`src/dss_pkg.sv`:
```
// drive select and status interface: shared constants and types
// assumes a 25 MHz pclk and an apb master with 32-bit data
package dss_pkg;

	// ----------------------------------------
	// register byte offsets
	// ----------------------------------------
	localparam logic [7:0] DSS_CFG_OFS = 8'h00;
	localparam logic [7:0] DSS_STAT_OFS = 8'h04;

	// ----------------------------------------
	// config field positions and reset value
	// ----------------------------------------
	localparam int DSS_CFG_BINARY = 0;
	localparam int DSS_CFG_HL_LO = 1;
	localparam int DSS_CFG_RSTEP = 3;
	localparam int DSS_CFG_SECT_LO = 4;
	localparam int DSS_CFG_HARDSEC = 6;
	localparam int DSS_CFG_SEPFIT = 7;
	localparam int DSS_CFG_UNIT_LO = 8;
	localparam int DSS_CFG_W = 10;
	localparam logic [9:0] DSS_CFG_RESET = 10'h000;

	// ----------------------------------------
	// modes
	// ----------------------------------------
	typedef enum logic [1:0] {
		DSS_HL_SELECTED,
		DSS_HL_AUTO,
		DSS_HL_RADIAL,
		DSS_HL_SPARE
	} dss_hl_t;

	localparam logic [1:0] DSS_SECT_32 = 2'h0;
	localparam logic [1:0] DSS_SECT_16 = 2'h1;
	localparam int DSS_SECTORS = 32;

	// ----------------------------------------
	// timing
	// ----------------------------------------
	localparam int DSS_CLK_NS = 40;
	localparam int DSS_INDEX_PERIOD_US = 166_670;
	localparam int DSS_INDEX_CYC = DSS_INDEX_PERIOD_US * 1000 / DSS_CLK_NS;
	localparam int DSS_PULSE_US = 4;
	localparam int DSS_PULSE_CYC = DSS_PULSE_US * 1000 / DSS_CLK_NS;
	localparam logic [1:0] DSS_READY_INDEXES = 2'h3;

endpackage

```
`src/dss_top.sv`:
```
// drive select and status interface: selection decode, head load and
// step gating, index/sector timing, ready and disk change status
// assumes host and drive-side inputs synchronous to pclk
//
// Chosen here: the APB slave port and the register offsets.
`timescale 1ns/10ps
`default_nettype none

// Function
// [RULE1] radial: exactly one low select line picks drive and side
// [RULE2] binary: select line 0 low enables; lines 3,2 code drive 0..3
// [RULE3] binary: select line 1 high picks side 0, low side 1
// [RULE4] standard: heads load while selected and head load requested
// [RULE5] auto strap: heads load whenever the drive is selected
// [RULE6] radial head load strap: heads load without selection
// [RULE7] default: step and direction pass only while selected
// [RULE8] radial step strap: step and direction always pass
// [RULE9] raw read line pulses low for each flux change
// [RULE10] separator fitted: separated bits and timing on own lines
// [RULE11] cylinder zero output low while heads sit on cylinder zero
// [RULE12] write protect output low and writing inhibited when protected
// [RULE13] dual side output low for two-sided, high for single-sided
// [RULE14] index pulse leads each revolution, one revolution period
// [RULE15] hard sector: low pulse per sector, 32, or 16 or 8 by strap
// [RULE16] ready only above three quarter speed after three indexes
// [RULE17] single-sided disk: ready only while side 0 selected
// [RULE18] ready loss while deselected shows disk change on next select
// [RULE19] direction low steps inward to 76, high outward to 0
// [RULE20] host drives head load request low to load heads
// [RULE21] deselected: status and data outputs held inactive high
module dss_top #(
	parameter int REV_CYCLES = dss_pkg::DSS_INDEX_CYC,
	parameter int PULSE_CYCLES = dss_pkg::DSS_PULSE_CYC,
	parameter int CW = 23
) (
	// clock and reset
	input wire logic pclk,
	input wire logic presetn,
	// apb slave
	input wire logic psel,
	input wire logic penable,
	input wire logic pwrite,
	input wire logic [7:0] paddr,
	input wire logic [31:0] pwdata,
	output logic [31:0] prdata,
	output logic pready,
	output logic pslverr,
	// host control lines, active low
	input wire logic [3:0] select_n,
	input wire logic head_load_req_n,
	input wire logic step_n,
	input wire logic step_in_n,
	// drive sensors and read chain
	input wire logic flux_pulse,
	input wire logic sep_bit_in,
	input wire logic sep_timing_in,
	input wire logic cyl_zero_sense,
	input wire logic wp_sense,
	input wire logic dual_side_sense,
	input wire logic disk_present,
	input wire logic speed_ok,
	// host status outputs, active low
	output logic raw_data_n,
	output logic separated_bit_n,
	output logic separated_timing_n,
	output logic cylinder_zero_n,
	output logic write_protect_n,
	output logic dual_side_n,
	output logic index_n,
	output logic sector_n,
	output logic ready_n,
	output logic disk_change_n,
	// drive mechanics
	output logic head_load,
	output logic step_pulse,
	output logic step_inward,
	output logic write_inhibit
);
	import dss_pkg::*;

	localparam int SEC32 = REV_CYCLES / DSS_SECTORS;

	typedef struct packed {
		logic [DSS_CFG_W-1:0] cfg;
		logic [31:0] prdata;
		logic pready;
		logic pslverr;
		logic selected;
		logic side;
		logic [CW-1:0] rev_cnt;
		logic [CW-1:0] sec_cnt;
		logic [1:0] idx_seen;
		logic ready_raw;
		logic chg_flag;
		logic raw_n;
		logic sbit_n;
		logic stim_n;
		logic cz_n;
		logic wp_n;
		logic ds_n;
		logic idx_n;
		logic sec_n;
		logic rdy_n;
		logic chg_n;
		logic heads;
		logic step;
		logic dir_in;
		logic winh;
	} dss_state_t;

	dss_state_t s;
	dss_state_t next_s;
	logic hit;
	logic side_sel;
	logic binary;
	dss_hl_t hl_mode;
	logic radial_step;
	logic [1:0] unit;
	logic [CW-1:0] sec_len;

	// ----------------------------------------
	// configuration view
	// ----------------------------------------
	assign binary = s.cfg[DSS_CFG_BINARY];
	assign hl_mode = dss_hl_t'(s.cfg[DSS_CFG_HL_LO +: 2]);
	assign radial_step = s.cfg[DSS_CFG_RSTEP];
	assign unit = s.cfg[DSS_CFG_UNIT_LO +: 2];

	always_comb begin
		case (s.cfg[DSS_CFG_SECT_LO +: 2])
			DSS_SECT_32: sec_len = CW'(SEC32);
			DSS_SECT_16: sec_len = CW'(SEC32 * 2);
			default: sec_len = CW'(SEC32 * 4);
		endcase
	end

	// ----------------------------------------
	// select decode
	// ----------------------------------------
	always_comb begin
		hit = 1'b0;
		side_sel = 1'b0;
		if (binary) begin
			if (!select_n[0]) begin
				hit = ({~select_n[3], ~select_n[2]} == unit); // RULE2
				side_sel = ~select_n[1]; // RULE3
			end
		end else begin
			case (select_n)
				4'hE: begin
					hit = !unit[0]; // RULE1
					side_sel = 1'b0;
				end
				4'hD: begin
					hit = !unit[0];
					side_sel = 1'b1;
				end
				4'hB: begin
					hit = unit[0];
					side_sel = 1'b0;
				end
				4'h7: begin
					hit = unit[0];
					side_sel = 1'b1;
				end
				default: begin
					hit = 1'b0;
					side_sel = 1'b0;
				end
			endcase
		end
	end

	// ----------------------------------------
	// next state
	// ----------------------------------------
	always_comb begin
		logic idx_evt;
		logic rdy_gate;
		logic access;
		idx_evt = 1'b0;
		rdy_gate = 1'b0;
		access = 1'b0;
		next_s = s;
		next_s.selected = hit;
		next_s.side = side_sel;

		// bus slave, one wait state
		access = psel && penable && s.pready;
		next_s.pready = psel && penable && !s.pready;
		next_s.pslverr = psel && penable && !s.pready
			&& paddr != DSS_CFG_OFS && paddr != DSS_STAT_OFS;
		if (access && pwrite && paddr == DSS_CFG_OFS)
			next_s.cfg = pwdata[DSS_CFG_W-1:0];
		if (psel && !penable) begin
			case (paddr)
				DSS_CFG_OFS: next_s.prdata = 32'(s.cfg);
				DSS_STAT_OFS: next_s.prdata = {21'h0, disk_present,
					s.idx_seen, wp_sense, cyl_zero_sense,
					dual_side_sense, s.chg_flag, s.ready_raw,
					s.heads, s.side, s.selected};
				default: next_s.prdata = 32'h0000_0000;
			endcase
		end

		// revolution and sector timing
		if (!disk_present) begin
			next_s.rev_cnt = '0;
			next_s.sec_cnt = '0;
		end else begin
			idx_evt = (s.rev_cnt == '0);
			next_s.rev_cnt = (s.rev_cnt == CW'(REV_CYCLES - 1)) ? '0
				: s.rev_cnt + 1'b1; // RULE14
			next_s.sec_cnt = (s.rev_cnt == CW'(REV_CYCLES - 1)
				|| s.sec_cnt == sec_len - 1'b1) ? '0
				: s.sec_cnt + 1'b1; // RULE15
		end

		// ready monitor
		if (!disk_present || !speed_ok) begin
			next_s.idx_seen = 2'h0;
		end else if (idx_evt && s.idx_seen != DSS_READY_INDEXES) begin
			next_s.idx_seen = s.idx_seen + 1'b1;
		end
		next_s.ready_raw = disk_present && speed_ok
			&& next_s.idx_seen == DSS_READY_INDEXES; // RULE16
		rdy_gate = s.ready_raw && !(side_sel && !dual_side_sense); // RULE17

		// disk change latch, set wins over clear
		if (s.ready_raw && !next_s.ready_raw && !hit)
			next_s.chg_flag = 1'b1; // RULE18
		else if (s.selected && !hit)
			next_s.chg_flag = 1'b0;

		// host outputs
		if (hit) begin
			next_s.raw_n = !flux_pulse; // RULE9
			next_s.sbit_n = !(s.cfg[DSS_CFG_SEPFIT] && sep_bit_in); // RULE10
			next_s.stim_n = !(s.cfg[DSS_CFG_SEPFIT] && sep_timing_in);
			next_s.cz_n = !cyl_zero_sense; // RULE11
			next_s.wp_n = !wp_sense; // RULE12
			next_s.ds_n = !dual_side_sense; // RULE13
			next_s.idx_n = !(disk_present
				&& s.rev_cnt < CW'(PULSE_CYCLES)); // RULE14
			next_s.sec_n = !(s.cfg[DSS_CFG_HARDSEC] && disk_present
				&& s.sec_cnt < CW'(PULSE_CYCLES)); // RULE15
			next_s.rdy_n = !rdy_gate;
			next_s.chg_n = !s.chg_flag; // RULE18
		end else begin
			next_s.raw_n = 1'b1; // RULE21
			next_s.sbit_n = 1'b1;
			next_s.stim_n = 1'b1;
			next_s.cz_n = 1'b1;
			next_s.wp_n = 1'b1;
			next_s.ds_n = 1'b1;
			next_s.idx_n = 1'b1;
			next_s.sec_n = 1'b1;
			next_s.rdy_n = 1'b1;
			next_s.chg_n = 1'b1;
		end

		// head load
		case (hl_mode)
			DSS_HL_SELECTED: next_s.heads = hit && !head_load_req_n; // RULE4 RULE20
			DSS_HL_AUTO: next_s.heads = hit; // RULE5
			DSS_HL_RADIAL: next_s.heads = !head_load_req_n; // RULE6
			default: next_s.heads = hit && !head_load_req_n;
		endcase

		// step gating
		if (hit || radial_step) begin
			next_s.step = !step_n; // RULE7 RULE8
			next_s.dir_in = !step_in_n; // RULE19
		end else begin
			next_s.step = 1'b0; // RULE7
		end
		next_s.winh = wp_sense; // RULE12
	end

	// ----------------------------------------
	// state register
	// ----------------------------------------
	always_ff @(posedge pclk or negedge presetn) begin
		if (!presetn) begin
			s <= '0;
			s.cfg <= DSS_CFG_RESET;
			s.raw_n <= 1'b1;
			s.sbit_n <= 1'b1;
			s.stim_n <= 1'b1;
			s.cz_n <= 1'b1;
			s.wp_n <= 1'b1;
			s.ds_n <= 1'b1;
			s.idx_n <= 1'b1;
			s.sec_n <= 1'b1;
			s.rdy_n <= 1'b1;
			s.chg_n <= 1'b1;
		end else begin
			s <= next_s;
		end
	end

	assign prdata = s.prdata;
	assign pready = s.pready;
	assign pslverr = s.pslverr;
	assign raw_data_n = s.raw_n;
	assign separated_bit_n = s.sbit_n;
	assign separated_timing_n = s.stim_n;
	assign cylinder_zero_n = s.cz_n;
	assign write_protect_n = s.wp_n;
	assign dual_side_n = s.ds_n;
	assign index_n = s.idx_n;
	assign sector_n = s.sec_n;
	assign ready_n = s.rdy_n;
	assign disk_change_n = s.chg_n;
	assign head_load = s.heads;
	assign step_pulse = s.step;
	assign step_inward = s.dir_in;
	assign write_inhibit = s.winh;
endmodule

`default_nettype wire

```
`config.mk`:
```
export PLATFORM = sky130hd
export DESIGN_NAME = dss_top
export DESIGN_NICKNAME = d
export VERILOG_FILES = /design/src/dss_pkg.sv /design/src/dss_top.sv
export SDC_FILE = /design/constraint.sdc
export NUM_CORES = 1
export LEC_CHECK = 0
export CORE_ASPECT_RATIO = 0.5
export CORE_MARGIN = 1
export CORE_UTILIZATION = 50
export CTS_CLUSTER_SIZE = 25
export DETAILED_ROUTE_END_ITERATION = 6
export DONT_BUFFER_PORTS = 1
export GPL_TIMING_DRIVEN = 1
export PLACE_DENSITY = 0.62
export REMOVE_ABC_BUFFERS = 1
export SLEW_MARGIN = 25
export SYNTH_ARGS = -nofsm -noshare
export SYNTH_HDL_FRONTEND = slang
export SYNTH_SLANG_ARGS = --single-unit
```
`constraint.sdc`:
```
create_clock -name pclk -period 3 [get_ports pclk]
set_input_delay 0.3 -clock pclk [delete_from_list [all_inputs] [get_ports pclk]]
set_output_delay 0.3 -clock pclk [all_outputs]
set_load 0.005 [all_outputs]
```
== After elaboration in Yosys (flattened, before gate mapping) ==
Index checks and enable logic that the tools add are counted.
Widths: inputs -> output; s select.
Storage, ports and cells
  bits in registers: 110
  output and inout bits: 48
  logic and storage cells: 121
  input port bits: 60
Cells by class
  bitwise logic cells: 3
  $add $sub $neg: 4
  reductions and logical operators: 54
  equal/unequal tests: 14
  muxes and demuxes: 19
  $lt $le $gt $ge: 2
Operators with widths (number)
  $add 23x1->23 const B: 2
  $lt 23x7->1 const B: 2
  $mux 23: 2
  $mux 46: 1
  $pmux 19 s2: 1
  $eq 23x22->1 const B: 1
  $eq 23x23->1: 1
  $logic_not 23->1: 1
  $sub 23x1->23 const B: 1
  $logic_and 1x1->1: 22
  $pmux 11 s2: 1
  $logic_not 1->1: 21
  $eq 4x4->1 const B: 3
  $mux 10: 1
  $mux 1: 9
  $eq 8x3->1 const B: 1
  $logic_not 8->1: 1
  $ne 8x3->1 const B: 1
  $reduce_bool 8->1: 1
  $reduce_or 2->1: 3
  $eq 2x1->1 const B: 2
  $eq 2x2->1 const B: 2
  $eq 4x3->1 const B: 1
  $mux 2: 2
  8 further kinds: 13

== Longest topological paths before layout ==
Gate-level depths: netlist (run 1).
  depth after elaboration: 11
  depth in mapped cells: 8
  depth with buffers taken out: 7

== Worst setup path before layout (run 1) ==
OpenSTA, ideal clock, no wires.
  path type: register to register
  start point: register s[105] in the netlist's numbering
  end point: register s[24] in the netlist's numbering
  setup time: 119 ps
  buffers on the path: 1
  required time: 2881 ps
  stages on the path, launching flop included: 9
  arrival time: 1802 ps
  period minus slack after synthesis: 1921 ps
  slack: 1079 ps
  path through: dfrtp_1 or2_2 ha_1 xnor2_1 xnor2_1 a211oi_1 a31o_4 buf_6 nor2_1
RTL lines
  from (decl): line dss_top.sv:111  | dss_state_t s;
  from (signal assigned): line dss_top.sv:298  | s <= next_s;

==> results.md, run 1 <==
Synthesis:
- After synthesis, the cell types taking the most area are sky130_fd_sc_hd__dfrtp_1 (42%), sky130_fd_sc_hd__dfstp_2 (5.6%), sky130_fd_sc_hd__buf_4 (5.4%), sky130_fd_sc_hd__xor2_1 (4.7%), sky130_fd_sc_hd__xnor2_1 (4.5%).
- The count of flip-flops with a built-in enable after synthesis is 0.
- sky130_fd_sc_hd__dfrtp_1 takes more of the synthesized area than any other cell.
- The fraction of synthesized cell area taken by the top area cell type is 42.1%.
- The post-synthesis sequential element count is 89.
- By count the netlist is led by sky130_fd_sc_hd__dfrtp_1 (79), sky130_fd_sc_hd__nor2_1 (53), sky130_fd_sc_hd__nand2_1 (41).
- The average footprint of a synthesized cell is 10.3 µm².
- The share of synthesized area occupied by flip-flops and latches is 47.7%.
- During synthesis, Yosys emitted a total of 0 warnings.
- Synthesis instantiated 54 different standard cells from the library.
- The fraction of synthesis flops using an asynchronous set or reset pin is 100%.
- The post-synth design cell area is 4700 µm².
- In the synthesized netlist the dominant register cell turns out to be sky130_fd_sc_hd__dfrtp_1.
- The cell count after synthesis came out at 457.
- The most common cell in the synthesized netlist is sky130_fd_sc_hd__dfrtp_1.

Critical path:
- The data arrival time of the critical path is 2460 ps.
- The launch point of the worst reg-to-reg path is s[105].
- The critical path class is reg -> reg.
- Setup slack on the worst reg-to-reg path comes out at 760 ps.
- The maximum fanout encountered on the critical timing path is 23.
- The endpoint type of the worst setup path is a register.
- The worst register-to-register path ends at s[25].
- The depth of the most critical reg-to-reg path is 7.
- STA puts the critical path data required time at 3220 ps.
- The launching element type of the critical path is a register.

Floorplan:
- The die covers 9810 µm².
- In this run the count of I/O pins placed on the die edge is between 100 and 150.
- The die is 139 µm wide.
- From bottom edge to top edge, the die measures 70.5 µm.
- For this configuration, the core starts out at a cell density of 52.7%.
- The initialized floorplan defines 24 standard-cell rows.
- The core outline area is 8920 µm².

Placed design:
- After legalization and detailed placement, the total HPWL measured 6.54 mm.
- The global placer's final weighted congestion is 0.855.
- The area after detailed placement is approximately 4600 µm².
- The count of input and output buffers is 0.

GRT:
- Global routing finished with a remaining overflow of 0.
- Global routing used 6.57% of the available met3 tracks.
- The via count of the first global-routing pass was 3248.
- The initial antenna violation count is 0.
- Across every metal layer, demand over resource in global routing totals 21.0%.
- After global routing, the most crowded layer is met2.
- Global routing consumed, on the met2 layer, a little under two fifths of the routing resources.
- The first global-routing pass estimated around 16 mm of wire.
- The met1 track demand over resource is between 20% and 30%.
- Entering global routing, the biggest net connects 90 pins.

Pwr:
- The static leakage power is 2.19 nW.
- VDD sags by at most 0.267 mV.
- The areal power density over the cells is slightly below 500 nW/µm².

Finish:
- The final design instance area without fill is 4940 µm².
- The register with the most flip-flops is s.
- 0 antenna diodes ended up in the layout.
- The share of cells above drive strength 1 is 10.8%.
- After filler insertion, the fill cell instance count of the layout stands at 778.
- The flip-flop count of the largest register, all copies and words added is 58.
- The area overhead of the layout relative to synthesis is 5.06%.
- In the final layout, the multi-input gates occupy 2140 µm².
- The total number of nets in the final design is 516.
- Registers take 2240 µm².

STA:
- The number of pins exceeding their max-slew limit in the final report was 0.
- The final worst-path cycle share is 74.7%.
- Final hold analysis gives a worst-case slack of 14.8 ps.
- For the pin with the worst max-slew slack, the measured transition is approximately 810 ps.
- The number of hold-slack violations in the final timing report came to 0.
- The relative slew slack is 46.0%.
- The peak clock frequency supported by timing is 446 MHz.
- For the final routed database, the setup TNS stands at 0 ps.
- The smallest clock period supported by the final layout is computed as 2240 ps.
- The worst setup skew after layout is approximately 4.7 ps.
- Setup repair after global routing left no endpoint under its margin.
- The total setup violations reported at the end of the flow is 0.

Outcome:
- The checks that failed: design-rule violations.
- The flow ran to the end, but the final reports show violations.

Detailed routing:
- The routed design has 9.25 mm of wire.
- The number of remaining DRC errors is 4.
- After detailed routing, the average wire length per cell comes to 16.3 µm.
- The routed via count is 3110.
- The count of TritonRoute iterations in the first routing pass is 6.
- The detail-routed via count per cell is 5.47.
- The DRC marker count from the first detailed-route iteration is 205.
- The detail route stage leaves a number of antenna-violating nets equal to 0.

Clock tree:
- Counting every sink on the clock net gives 89.
- The maximum clock insertion buffer count is 2.
- At the later pin of the worst-skew pair, clock insertion delay measures 340 ps.
- TritonCTS built the clock tree.
- The number of buffers inserted during clock tree synthesis is 9.
- After clock tree synthesis, the clock-pin slew on the worst setup and hold paths is roughly 60 ps.
- The count of H-tree levels built during CTS is 3.
- The post-CTS setup-driven buffer insertion count is 0.
- The tree is rooted in a sky130_fd_sc_hd__clkbuf_16.

Flow run:
- The number of violations of the max-capacitance limit is 0.

Worst hold path:
- The end of the worst hold path is write_protect_n.
- The class of the tightest hold or removal check is in -> reg.
- Counting instances, the worst hold path has a depth of 1.
- The startpoint identified for the worst hold timing path is wp_sense.
[power breakdown]
part / leakage [nW] / internal (mW) / switching, mW
Combinational: 0.865 / 0.0432 / 0.0769
Sequential: 1.19 / 1.22 / 0.0179
Clock: 0.134 / 0.645 / 0.441
[how the worst max path moves through the flow]
stage	startpoint	endpoint	slack [ps]	cells past startpoint
after floorplan	s[58]	s[20]	1050	5
after global placement	s[105]	s[25]	880	7
after detailed placement	s[105]	s[25]	760	7
after CTS	s[105]	s[25]	730	7
after global routing	s[105]	s[25]	630	7
final	s[105]	s[25]	760	7
[timing repair]
item	CTS	global route
endpoints found under the hold margin	92	0
gates resized for setup	0	0
hold buffers	5	0
[layout by cell type, fill, tap and decap left out, types with 4 or more instances in the layout]
cell and instances:
sky130_fd_sc_hd__dfrtp_1 79, sky130_fd_sc_hd__inv_1 14, sky130_fd_sc_hd__nor2_1 53, sky130_fd_sc_hd__xor2_1 25, sky130_fd_sc_hd__nand3_1 18, sky130_fd_sc_hd__o21ai_0 16, sky130_fd_sc_hd__dlygate4sd3_1 4, sky130_fd_sc_hd__conb_1 21
sky130_fd_sc_hd__nand4_1 13, sky130_fd_sc_hd__and4_1 5, sky130_fd_sc_hd__dfstp_2 10, sky130_fd_sc_hd__a21oi_1 5, sky130_fd_sc_hd__mux2_2 10, sky130_fd_sc_hd__xnor2_1 24, sky130_fd_sc_hd__nand3b_1 5, sky130_fd_sc_hd__and3_1 8
sky130_fd_sc_hd__clkbuf_16 9, sky130_fd_sc_hd__ha_1 9, sky130_fd_sc_hd__mux2i_1 14, sky130_fd_sc_hd__nand2_1 41, sky130_fd_sc_hd__clkbuf_1 4, sky130_fd_sc_hd__nor3_1 15, sky130_fd_sc_hd__nor4_1 6
[stage by stage]
step | utilization, % | setup WS, ps | power, mW | std cells
2_1_floorplan | - | 1050 | 1.33 | 430
3_3_place_gp | 51.4 | 884 | 1.35 | 548
3_5_place_dp | 51.4 | 760 | 1.35 | 548
4_1_cts | 55.3 | 730 | 2.48 | 569
5_1_grt | 55.3 | 628 | 2.55 | 569
6_report | 55.3 | 759 | 2.45 | 569
[final cells by class]
cell class                      count  area share (%)
Sequential cell                    89            45.4
Multi-Input combinational cell    327            43.3
Tap cell                          117            2.97
Clock buffer                       13            4.87
Clock inverter                      3           0.862
Inverter                           14            1.06
Timing Repair Buffer                6            1.52
[metal layers]
| metal | wire, µm | vias up |
|---|---|---|
| met2 | 4740 | 59 |
| met5 | 0 | - |
| met1 | 3970 | 1553 |
| met4 | 145 | 0 |
| li1 | - | 1485 |
| met3 | 387 | 13 |
[kinds of logic after synthesis]
group | count (synthesis) | share of synthesized area [%]
fa+ha+maj | 9 | 2.40
simple gates | 193 | 22.2
mux | 24 | 5.38
compound gates | 31 | 4.71
other cells | 1 | 0.0798
flops | 89 | 47.7
xor+xnor | 49 | 9.13
buf+inv | 61 | 8.39
[worst max-delay path, cell delays in order, from the launching register on]
cell and delay (ps):
sky130_fd_sc_hd__dfrtp_1 430, sky130_fd_sc_hd__or2_2 360, sky130_fd_sc_hd__ha_1 250, sky130_fd_sc_hd__xnor2_1 250, sky130_fd_sc_hd__xnor2_1 100, sky130_fd_sc_hd__a211oi_1 260, sky130_fd_sc_hd__a31o_4 370, sky130_fd_sc_hd__nor2_1 90
(Power assumes the default switching activity.)
==> inputs of run 2 (changes only) <==
Settings changed: PLACE_DENSITY 0.62 to 0.65.
Clock period 3 ns to 1.8 ns, I/O delays scaled along.
==> results.md, run 2 (synthesis gave the netlist of run 1 again) <==
Clock tree:
- The maximum clock insertion buffer count is 2.
- The number of sinks on the clock net is 89.
- The number of hold-repair buffers added at the cts stage is 24.
- The root buffer selected by CTS is sky130_fd_sc_hd__clkbuf_16.
- The number of buffers inserted during clock tree synthesis is 9.
- TritonCTS built the clock tree.
- At the later pin of the worst-skew pair, clock insertion delay measures 350 ps.
- CTS built an H-tree with a depth of 3.
- The clock-pin transition on the worst setup and hold timing paths is 60 ps.

Critical path:
- The number of buffers and inverters on the critical path is 2.
- The launch point of the worst reg-to-reg path is s[105].
- The number of gates on the worst path with buffers counted is 9.
- The most critical setup path has its endpoint at s[23].
- The signal on the critical path passes through or2_4 -> ha_4 -> xnor2_1 -> nand4_1 -> nor3_2 -> a31o_2 -> buf_6 -> buf_12 -> nor2_1.
- The worst setup path startpoint is s[105].
- The slowest stage of the critical path belongs to the cell sky130_fd_sc_hd__dfrtp_1.
- The maximum fanout encountered on the critical timing path is 5.
- The worst setup path is launched from a register.
- The endpoint type of the worst setup path is a register.
- The setup path with the least slack is of type reg -> reg.
- The cell type group with the largest total delay on the critical path is simple AND/OR/NAND/NOR gates.
- The slack of the worst reg-to-reg path is -270 ps.
- Data on the critical path is required at its endpoint by 2030 ps.
- The reg-to-reg critical path endpoint is s[23].
- The number of cells on the worst reg-to-reg path is 9.
- On the worst path, the slowest cell contributes a delay of 390 ps.
- STA puts the critical path data arrival time at 2310 ps.

Finish:
- The filler cells instantiated in the layout total 708.
- The post-route netlist has 26.9% of its cells at a drive strength greater than 1.
- The register with the most flip-flops in the layout has slightly below 60 of them.
- The top cell types in the final layout, fill and taps aside, are sky130_fd_sc_hd__dfrtp_1 (76), sky130_fd_sc_hd__buf_4 (50), sky130_fd_sc_hd__nand2_1 (41).
- The register with the most flip-flops is s.
- The area overhead of the layout relative to synthesis is 22.8%.
- The repair_antennas step left the layout with diodes totalling 0.
- The library cell used most frequently in the layout, excluding fill and tap cells, is sky130_fd_sc_hd__dfrtp_1.
- In the final design database the tool counted 595 nets.

STA:
- The number of pins exceeding their max-slew limit in the final report is 0.
- Setup repair after global routing could not meet its margin everywhere.
- The worst path uses 115% of the clock period.
- The number of hold-slack violations in the final timing report was 89.
- Setup violations remaining at the end of the flow were counted as 29.
- The clock period minus worst slack is 2070 ps.
- The post-route worst hold slack is -466 ps.
- The worst setup skew after layout is a little over 10 ps.
- Static timing analysis puts the maximum clock frequency at between 400 and 500 MHz.
- The final setup slack of the worst path is -273 ps.

Floorplan:
- The die covers 9810 µm².
- After floorplanning, the core was sized to cover 8920 µm².
- The starting density of the core is between 50% and 60%.
- Pin placement for this block handled 108 I/O pins.
- The floorplan has 24 rows.
- The die is 139 µm wide.
- The die outline height is roughly 71 µm.

GRT:
- The via count of the first global-routing pass is around 3500.
- The combined global-route utilization of all metal layers is approximately 23%.
- The total overflow left after global routing is 0.
- Entering global routing, the biggest net connects 90 pins.
- The first global-routing pass estimated 17.2 mm of wire.
- The initial antenna violation count came to 0.

Detailed routing:
- The length of routed wiring on met1 is 4.52 mm.
- In this run the remaining antenna-violating nets after routing total 0.
- The wire length on met3 is 446 µm.
- Before antenna repair, the detailed router went through 6 iterations.
- The routed layout has approximately 3500 vias.
- After detailed routing, the total wire length is 10.4 mm.
- Dividing the detail-routed wire length by the instance count gives around 16 µm.
- The number of remaining DRC errors is 2.
- Summed over all nets, wire length on met2 after detailed routing comes to 5.27 mm.
- Using the TritonRoute via totals, the vias-per-cell ratio works out to between 5 and 6.
- The uppermost layer routed is met4.
- The DRC marker count from the first detailed-route iteration is 174.

Pwr:
- Power spread over the standard cell area amounts to 703 nW/µm².
- The worst supply voltage drop on vdd is 0.452 mV.
- For this design the static power due to leakage is about 2.6 nW.
- The power after layout is between 4 and 5 mW.

Placed design:
- Buffers placed on the I/O ports in this run total 0.
- The HPWL after detailed placement is around 6.4 mm.
- The worst setup slack after placement is -269 ps.
- At the end of routability-driven placement, the weighted congestion stood at 0.915.

Flow run:
- The tool flagged a number of max-cap violations equal to 0.

Outcome:
- The checks that failed: design-rule violations, negative hold slack, negative setup slack.
- The flow ran to the end, but the final reports show violations.

Worst hold path:
- The class of the tightest hold or removal check is in -> async.
-- run 2: cell types whose count changed in the layout (fill, tap and decap cells not counted), sizes merged --
cell	before	now
dlygate4sd3	4	24
clkbuf	13	14
bufinv	1	0
buf	2	58
clkinv	1	2
a31o	2	4
-- run 2: cell type report --
type / count / area, µm² / share of cell area [%]
flip-flops and latches: 89 / 2240 / 38.9
clock buffers: 13 / 250 / 4.34
multi-input cells: 329 / 2310 / 40.1
clock inverters: 3 / 17.5 / 0.303
inverters: 14 / 52.6 / 0.910
repair buffers: 83 / 748 / 13.0
well taps: 117 / 146 / 2.54
-- run 2: worst min path at each step --
stage,start,to,slack (ps),depth (start not counted)
finish,presetn,s[40],-470,0
CTS,presetn,s[47],-480,0
floorplan,presetn,binary,-120,0
global placement,presetn,s[37],-110,0
global route,presetn,s[37],-490,0
detailed placement,presetn,s[39],-110,0
-- run 2: through the flow --
stage                     setup TNS, ps  cell area (µm²)  hold WS (ps)  utilization, %  instances
after floorplan                   -3440             4430          -116               -        430
after CTS                         -3680             5550          -481            62.2        634
after global placement            -4460             4850          -112            54.4        583
final                             -5260             5770          -466            64.7        648
after detailed placement          -5920             4850          -113            54.4        583
after global routing              -7060             5770          -491            64.7        648
-- run 2: repair_timing --
action / in CTS / in global routing
gates cloned: 3 / 2
setup endpoints to repair: 23 / 59
resized for setup: 14 / 36
setup buffers: 8 / 13
pin swaps: 21 / 18
hold endpoints to repair: 113 / 89
-- run 2: report_power, final --
part	internal [mW]	switching, mW
clock network	0.969	0.732
registers	2.04	0.0255
logic	0.161	0.130
-- run 2: per-layer routing --
metal,GRT usage [%],vias up
met5,0,-
met4,8.02,0
met3,6.77,28
met2,39.3,95
met1,27.7,1677
li1,-,1657
-- run 2: worst reg2reg max path: stages (launching register included) --
cell                      delay (ps)
sky130_fd_sc_hd__dfrtp_1         390
sky130_fd_sc_hd__or2_4           290
sky130_fd_sc_hd__ha_4            190
sky130_fd_sc_hd__xnor2_1         190
sky130_fd_sc_hd__nand4_1         170
sky130_fd_sc_hd__nor3_2          230
sky130_fd_sc_hd__a31o_2          230
sky130_fd_sc_hd__buf_6           110
sky130_fd_sc_hd__buf_12          110
sky130_fd_sc_hd__nor2_1           40
==> inputs of run 3 (changes only) <==
Settings changed: ABC_AREA set to 1, GPL_ROUTABILITY_DRIVEN set to 1.
==> results.md, run 3 <==
Clock tree:
- CTS saw 89 sinks.
- The insertion delay of the later-clocked pin in the worst-skew pair is 340 ps.
- The clock passes through at most 2 buffers.
- TritonCTS built the clock tree.
- In this run the clock root is driven by a sky130_fd_sc_hd__clkbuf_16.
- The count of H-tree levels built during CTS is 3.
- After clock tree synthesis, the clock-pin slew on the worst setup and hold paths is 60 ps.
- The number of hold-repair buffers added at the cts stage is 14.
- The number of buffers inserted during clock tree synthesis is 9.

Synthesis:
- Summing every instance area after synthesis gives 5150 µm².
- The total of warnings raised by yosys is 0.
- Yosys mapped a number of flops with a built-in enable equal to 0.
- In the synthesized netlist the async set-or-reset flop fraction comes to 100%.
- The gate count of the mapped netlist is 671.
- For this run, the leading register cell type out of synthesis is sky130_fd_sc_hd__dfrtp_1.
- The post-synthesis sequential element count is 89.
- After synthesis, the cell types taking the most area are sky130_fd_sc_hd__dfrtp_1 (38%), sky130_fd_sc_hd__nand2_1 (9.3%), sky130_fd_sc_hd__nor2_1 (9.0%), sky130_fd_sc_hd__inv_1 (6.0%), sky130_fd_sc_hd__dfstp_2 (5.1%).
- The count of distinct cell types in the synthesized netlist is 42.
- The share of the Yosys chip area taken by registers is between 40 and 50%.
- The most common cell in the synthesized netlist is sky130_fd_sc_hd__nand2_1.
- The top cell type by total area after synthesis is sky130_fd_sc_hd__dfrtp_1.
- The fraction of synthesized cell area taken by the top area cell type is 38.4%.
- By count the netlist is led by sky130_fd_sc_hd__nand2_1 (128), sky130_fd_sc_hd__nor2_1 (124), sky130_fd_sc_hd__inv_1 (82).
- The average instance in the mapped netlist occupies about 7.7 µm².

Critical path:
- The setup path with the least slack is of type reg -> reg.
- Setup slack on the worst reg-to-reg path comes out at 0.2 ps.
- The endpoint type of the worst setup path is a register.
- The depth of the most critical reg-to-reg path is 12.
- STA puts the critical path data required time at 2050 ps.
- The maximum fanout encountered on the critical timing path is 8.
- The launching element type of the critical path is a register.
- The data arrival time of the critical path is 2050 ps.

Detailed routing:
- The detail-routed via count per cell is around 5.2.
- Wire segments on met3 add up to 780 µm in the final route.
- The total detailed-routing wirelength is 12.3 mm.
- The length of routed wiring on met1 is 6.04 mm.
- Once detail routing completed, the nets flagged for antenna violations numbered 0.
- The count of TritonRoute iterations in the first routing pass is 5.
- In this run, the number of DRC markers left after iteration 0 of detailed routing was between 200 and 300.
- In the routed design, unresolved DRC markers number 0.
- Summed over all nets, wire length on met2 after detailed routing comes to approximately 5.3 mm.
- The uppermost layer routed is met4.
- The mean routed wirelength per cell is between 10 and 15 µm.
- Summing over every cut layer, the via total after detailed routing is 4357.

STA:
- After layout, the worst path uses 100% of the clock period.
- The post-route worst hold slack is -466 ps.
- The number of hold-slack violations in the final timing report is 89.
- The number of pins exceeding their max-slew limit in the final report is 0.
- The peak clock frequency supported by timing is 556 MHz.
- The total setup violations reported at the end of the flow is 0.
- The clock period minus worst slack is 1800 ps.
- Clock skew on the completed layout was measured at 4.74 ps.
- Setup repair after global routing could not meet its margin everywhere.

Finish:
- The multi-input gate area in the final layout is 2470 µm².
- The total number of nets in the final design is 771.
- In the final layout, the share of cells above drive strength 1 is a little over an eighth.
- Fill cells in the final layout number 890.
- The flip-flop count of the largest register, all copies and words added is just under 60.
- The library cells used most frequently in the layout, excluding fill and tap cells, are sky130_fd_sc_hd__nand2_1 (125), sky130_fd_sc_hd__nor2_1 (118), sky130_fd_sc_hd__inv_1 (79).
- Leaving out fill and tap cells, the most frequent cell in the layout is sky130_fd_sc_hd__nand2_1.
- The non-filler instance count after layout is 842.
- The total inserted antenna cells is 0.
- The register area is 2240 µm².
- The area overhead of the layout relative to synthesis is 13.3%.
- Ranked by flip-flop count, first place goes to s.

GRT:
- The initial antenna violation count is 0.
- For this run, the total global-route usage over all layers was measured as around a quarter.
- The global-route wire length before repair is 19.9 mm.
- The remaining global-route overflow is 0.
- The pin count of the biggest net entering global routing is 90.
- The via count of the first global-routing pass is ~4000.

Pwr:
- In this run, the clock network consumes 42.9% of the power.
- The sequential share of power is about half.
- The areal power density over the cells is roughly 700 nW/µm².
- Across the VDD grid, the largest voltage drop is 0.430 mV.
- The analysis attributes to cell leakage a power of 2.79 nW.
- The switching power as a share of total power is 23.3%.
- In this run, the combinational gates consume 5.5% of the power.
- The total internal power is 3.11 mW.
- The analysis attributes to net switching a power of 945 µW.

Placed design:
- Counting tap cells, the placed design contains a total of approximately 800 instances.
- The placed wire-length estimate is 8.77 mm.
- The global placer's final weighted congestion is 0.888.
- The count of input and output buffers is 0.

Floorplan:
- The row count is 25.
- The total I/O pin count is 108.
- The core outline area is 9730 µm².
- The starting density of the core is between 50% and 60%.
- From left edge to right edge, the die measures 146 µm.
- The die covers 10700 µm².
- The floorplan step set the die height to between 70 and 80 µm.

Outcome:
- The checks that failed: negative hold slack.
- The flow ran to the end, but the final reports show violations.

Worst hold path:
- In this run the worst hold path is classified as in -> async.

Flow run:
- Across the run, the number of max-cap violations was 0.
run 3: changes by cell type after synthesis, sizes merged, moves of 8 or more:
cell / previous run / this run
mux2: 10 / 0
nor3: 16 / 30
xnor2: 24 / 5
nand4: 14 / 24
nand3: 19 / 34
inv: 14 / 84
nand2: 42 / 134
xor2: 25 / 16
nor4: 10 / 2
mux2i: 14 / 0
nor2: 53 / 129
a21oi: 5 / 32
run 3: cell families (layout without fill, tap and decap cells):
family          count (synthesis)  after routing  synth area share, %
buf+inv                       128            143                 12.1
other cells                     1             21               0.0728
fa+ha+maj                       9              9                 2.19
flops                          89             89                 43.5
simple gates                  364            365                 32.2
xor+xnor                       21             21                 3.57
compound gates                 59             59                 6.34
run 3: path summary, 6_finish.rpt:
check | end | from
setup / recovery | s[24] | s[104]
max in group asynchronous | separated_bit_n | presetn
min in group pclk | hl_mode[0] | pwdata[1]
hold reg to reg | ready_n | s[15]
setup reg to reg | s[24] | s[104]
hold / removal | s[52] | presetn
run 3: per-stage QoR:
step / utilization (%) / setup slack [ps] / setup TNS, ps / total power, mW / instance area, µm²
4_1_cts: 59.2 / 27.7 / 0 / 4.09 / 5760
5_1_grt: 60.0 / -101 / -1890 / 4.22 / 5840
2_1_floorplan: - / -49.2 / -635 / 2.24 / 4920
3_3_place_gp: 54.4 / -51.5 / -650 / 2.30 / 5290
6_report: 60.0 / 0.186 / 0 / 4.06 / 5840
3_5_place_dp: 54.4 / -101 / -1160 / 2.31 / 5290
run 3: worst max-delay path, stage by stage (launching register included):
cell	delay, ps
sky130_fd_sc_hd__dfrtp_1	410
sky130_fd_sc_hd__nor2_2	160
sky130_fd_sc_hd__inv_2	80
sky130_fd_sc_hd__ha_2	220
sky130_fd_sc_hd__inv_2	70
sky130_fd_sc_hd__nor2_2	40
sky130_fd_sc_hd__o21ai_1	130
sky130_fd_sc_hd__nor2_1	50
sky130_fd_sc_hd__nand2_1	70
sky130_fd_sc_hd__nor2_2	50
sky130_fd_sc_hd__nand2_4	170
sky130_fd_sc_hd__nand2_8	100
sky130_fd_sc_hd__nor3_1	160
run 3: power groups by stage:
stage / sequential, mW / clock (mW) / combinational, mW
floorplan: 2.11 / 0 / 0.129
finish: 2.09 / 1.74 / 0.225
CTS: 2.09 / 1.79 / 0.213
global placement: 2.12 / 0 / 0.177
global route: 2.10 / 1.87 / 0.257
detailed placement: 2.13 / 0 / 0.182
run 3: what timing repair did:
item                                    in CTS  in global routing
endpoints found under the setup margin      17                 27
pin swaps                                    5                  7
gates resized for setup                     11                 15
setup buffers                                0                  3
cloned                                       1                  0
endpoints found under the hold margin      104                 89
run 3: layout make-up:
type / count / area share (%)
clock buffers: 11 / 4.16
well taps: 135 / 2.89
flip-flops and latches: 89 / 38.4
repair buffers: 42 / 6.22
inverters: 85 / 5.47
multi-input cells: 475 / 42.3
clock inverters: 5 / 0.536
run 3: metal layers:
metal / GRT usage, % / vias up
li1: - / 2153
met1: 34.0 / 2060
met2: 36.7 / 132
met3: 5.90 / 12
met4: 6.90 / 0
met5: 0 / -
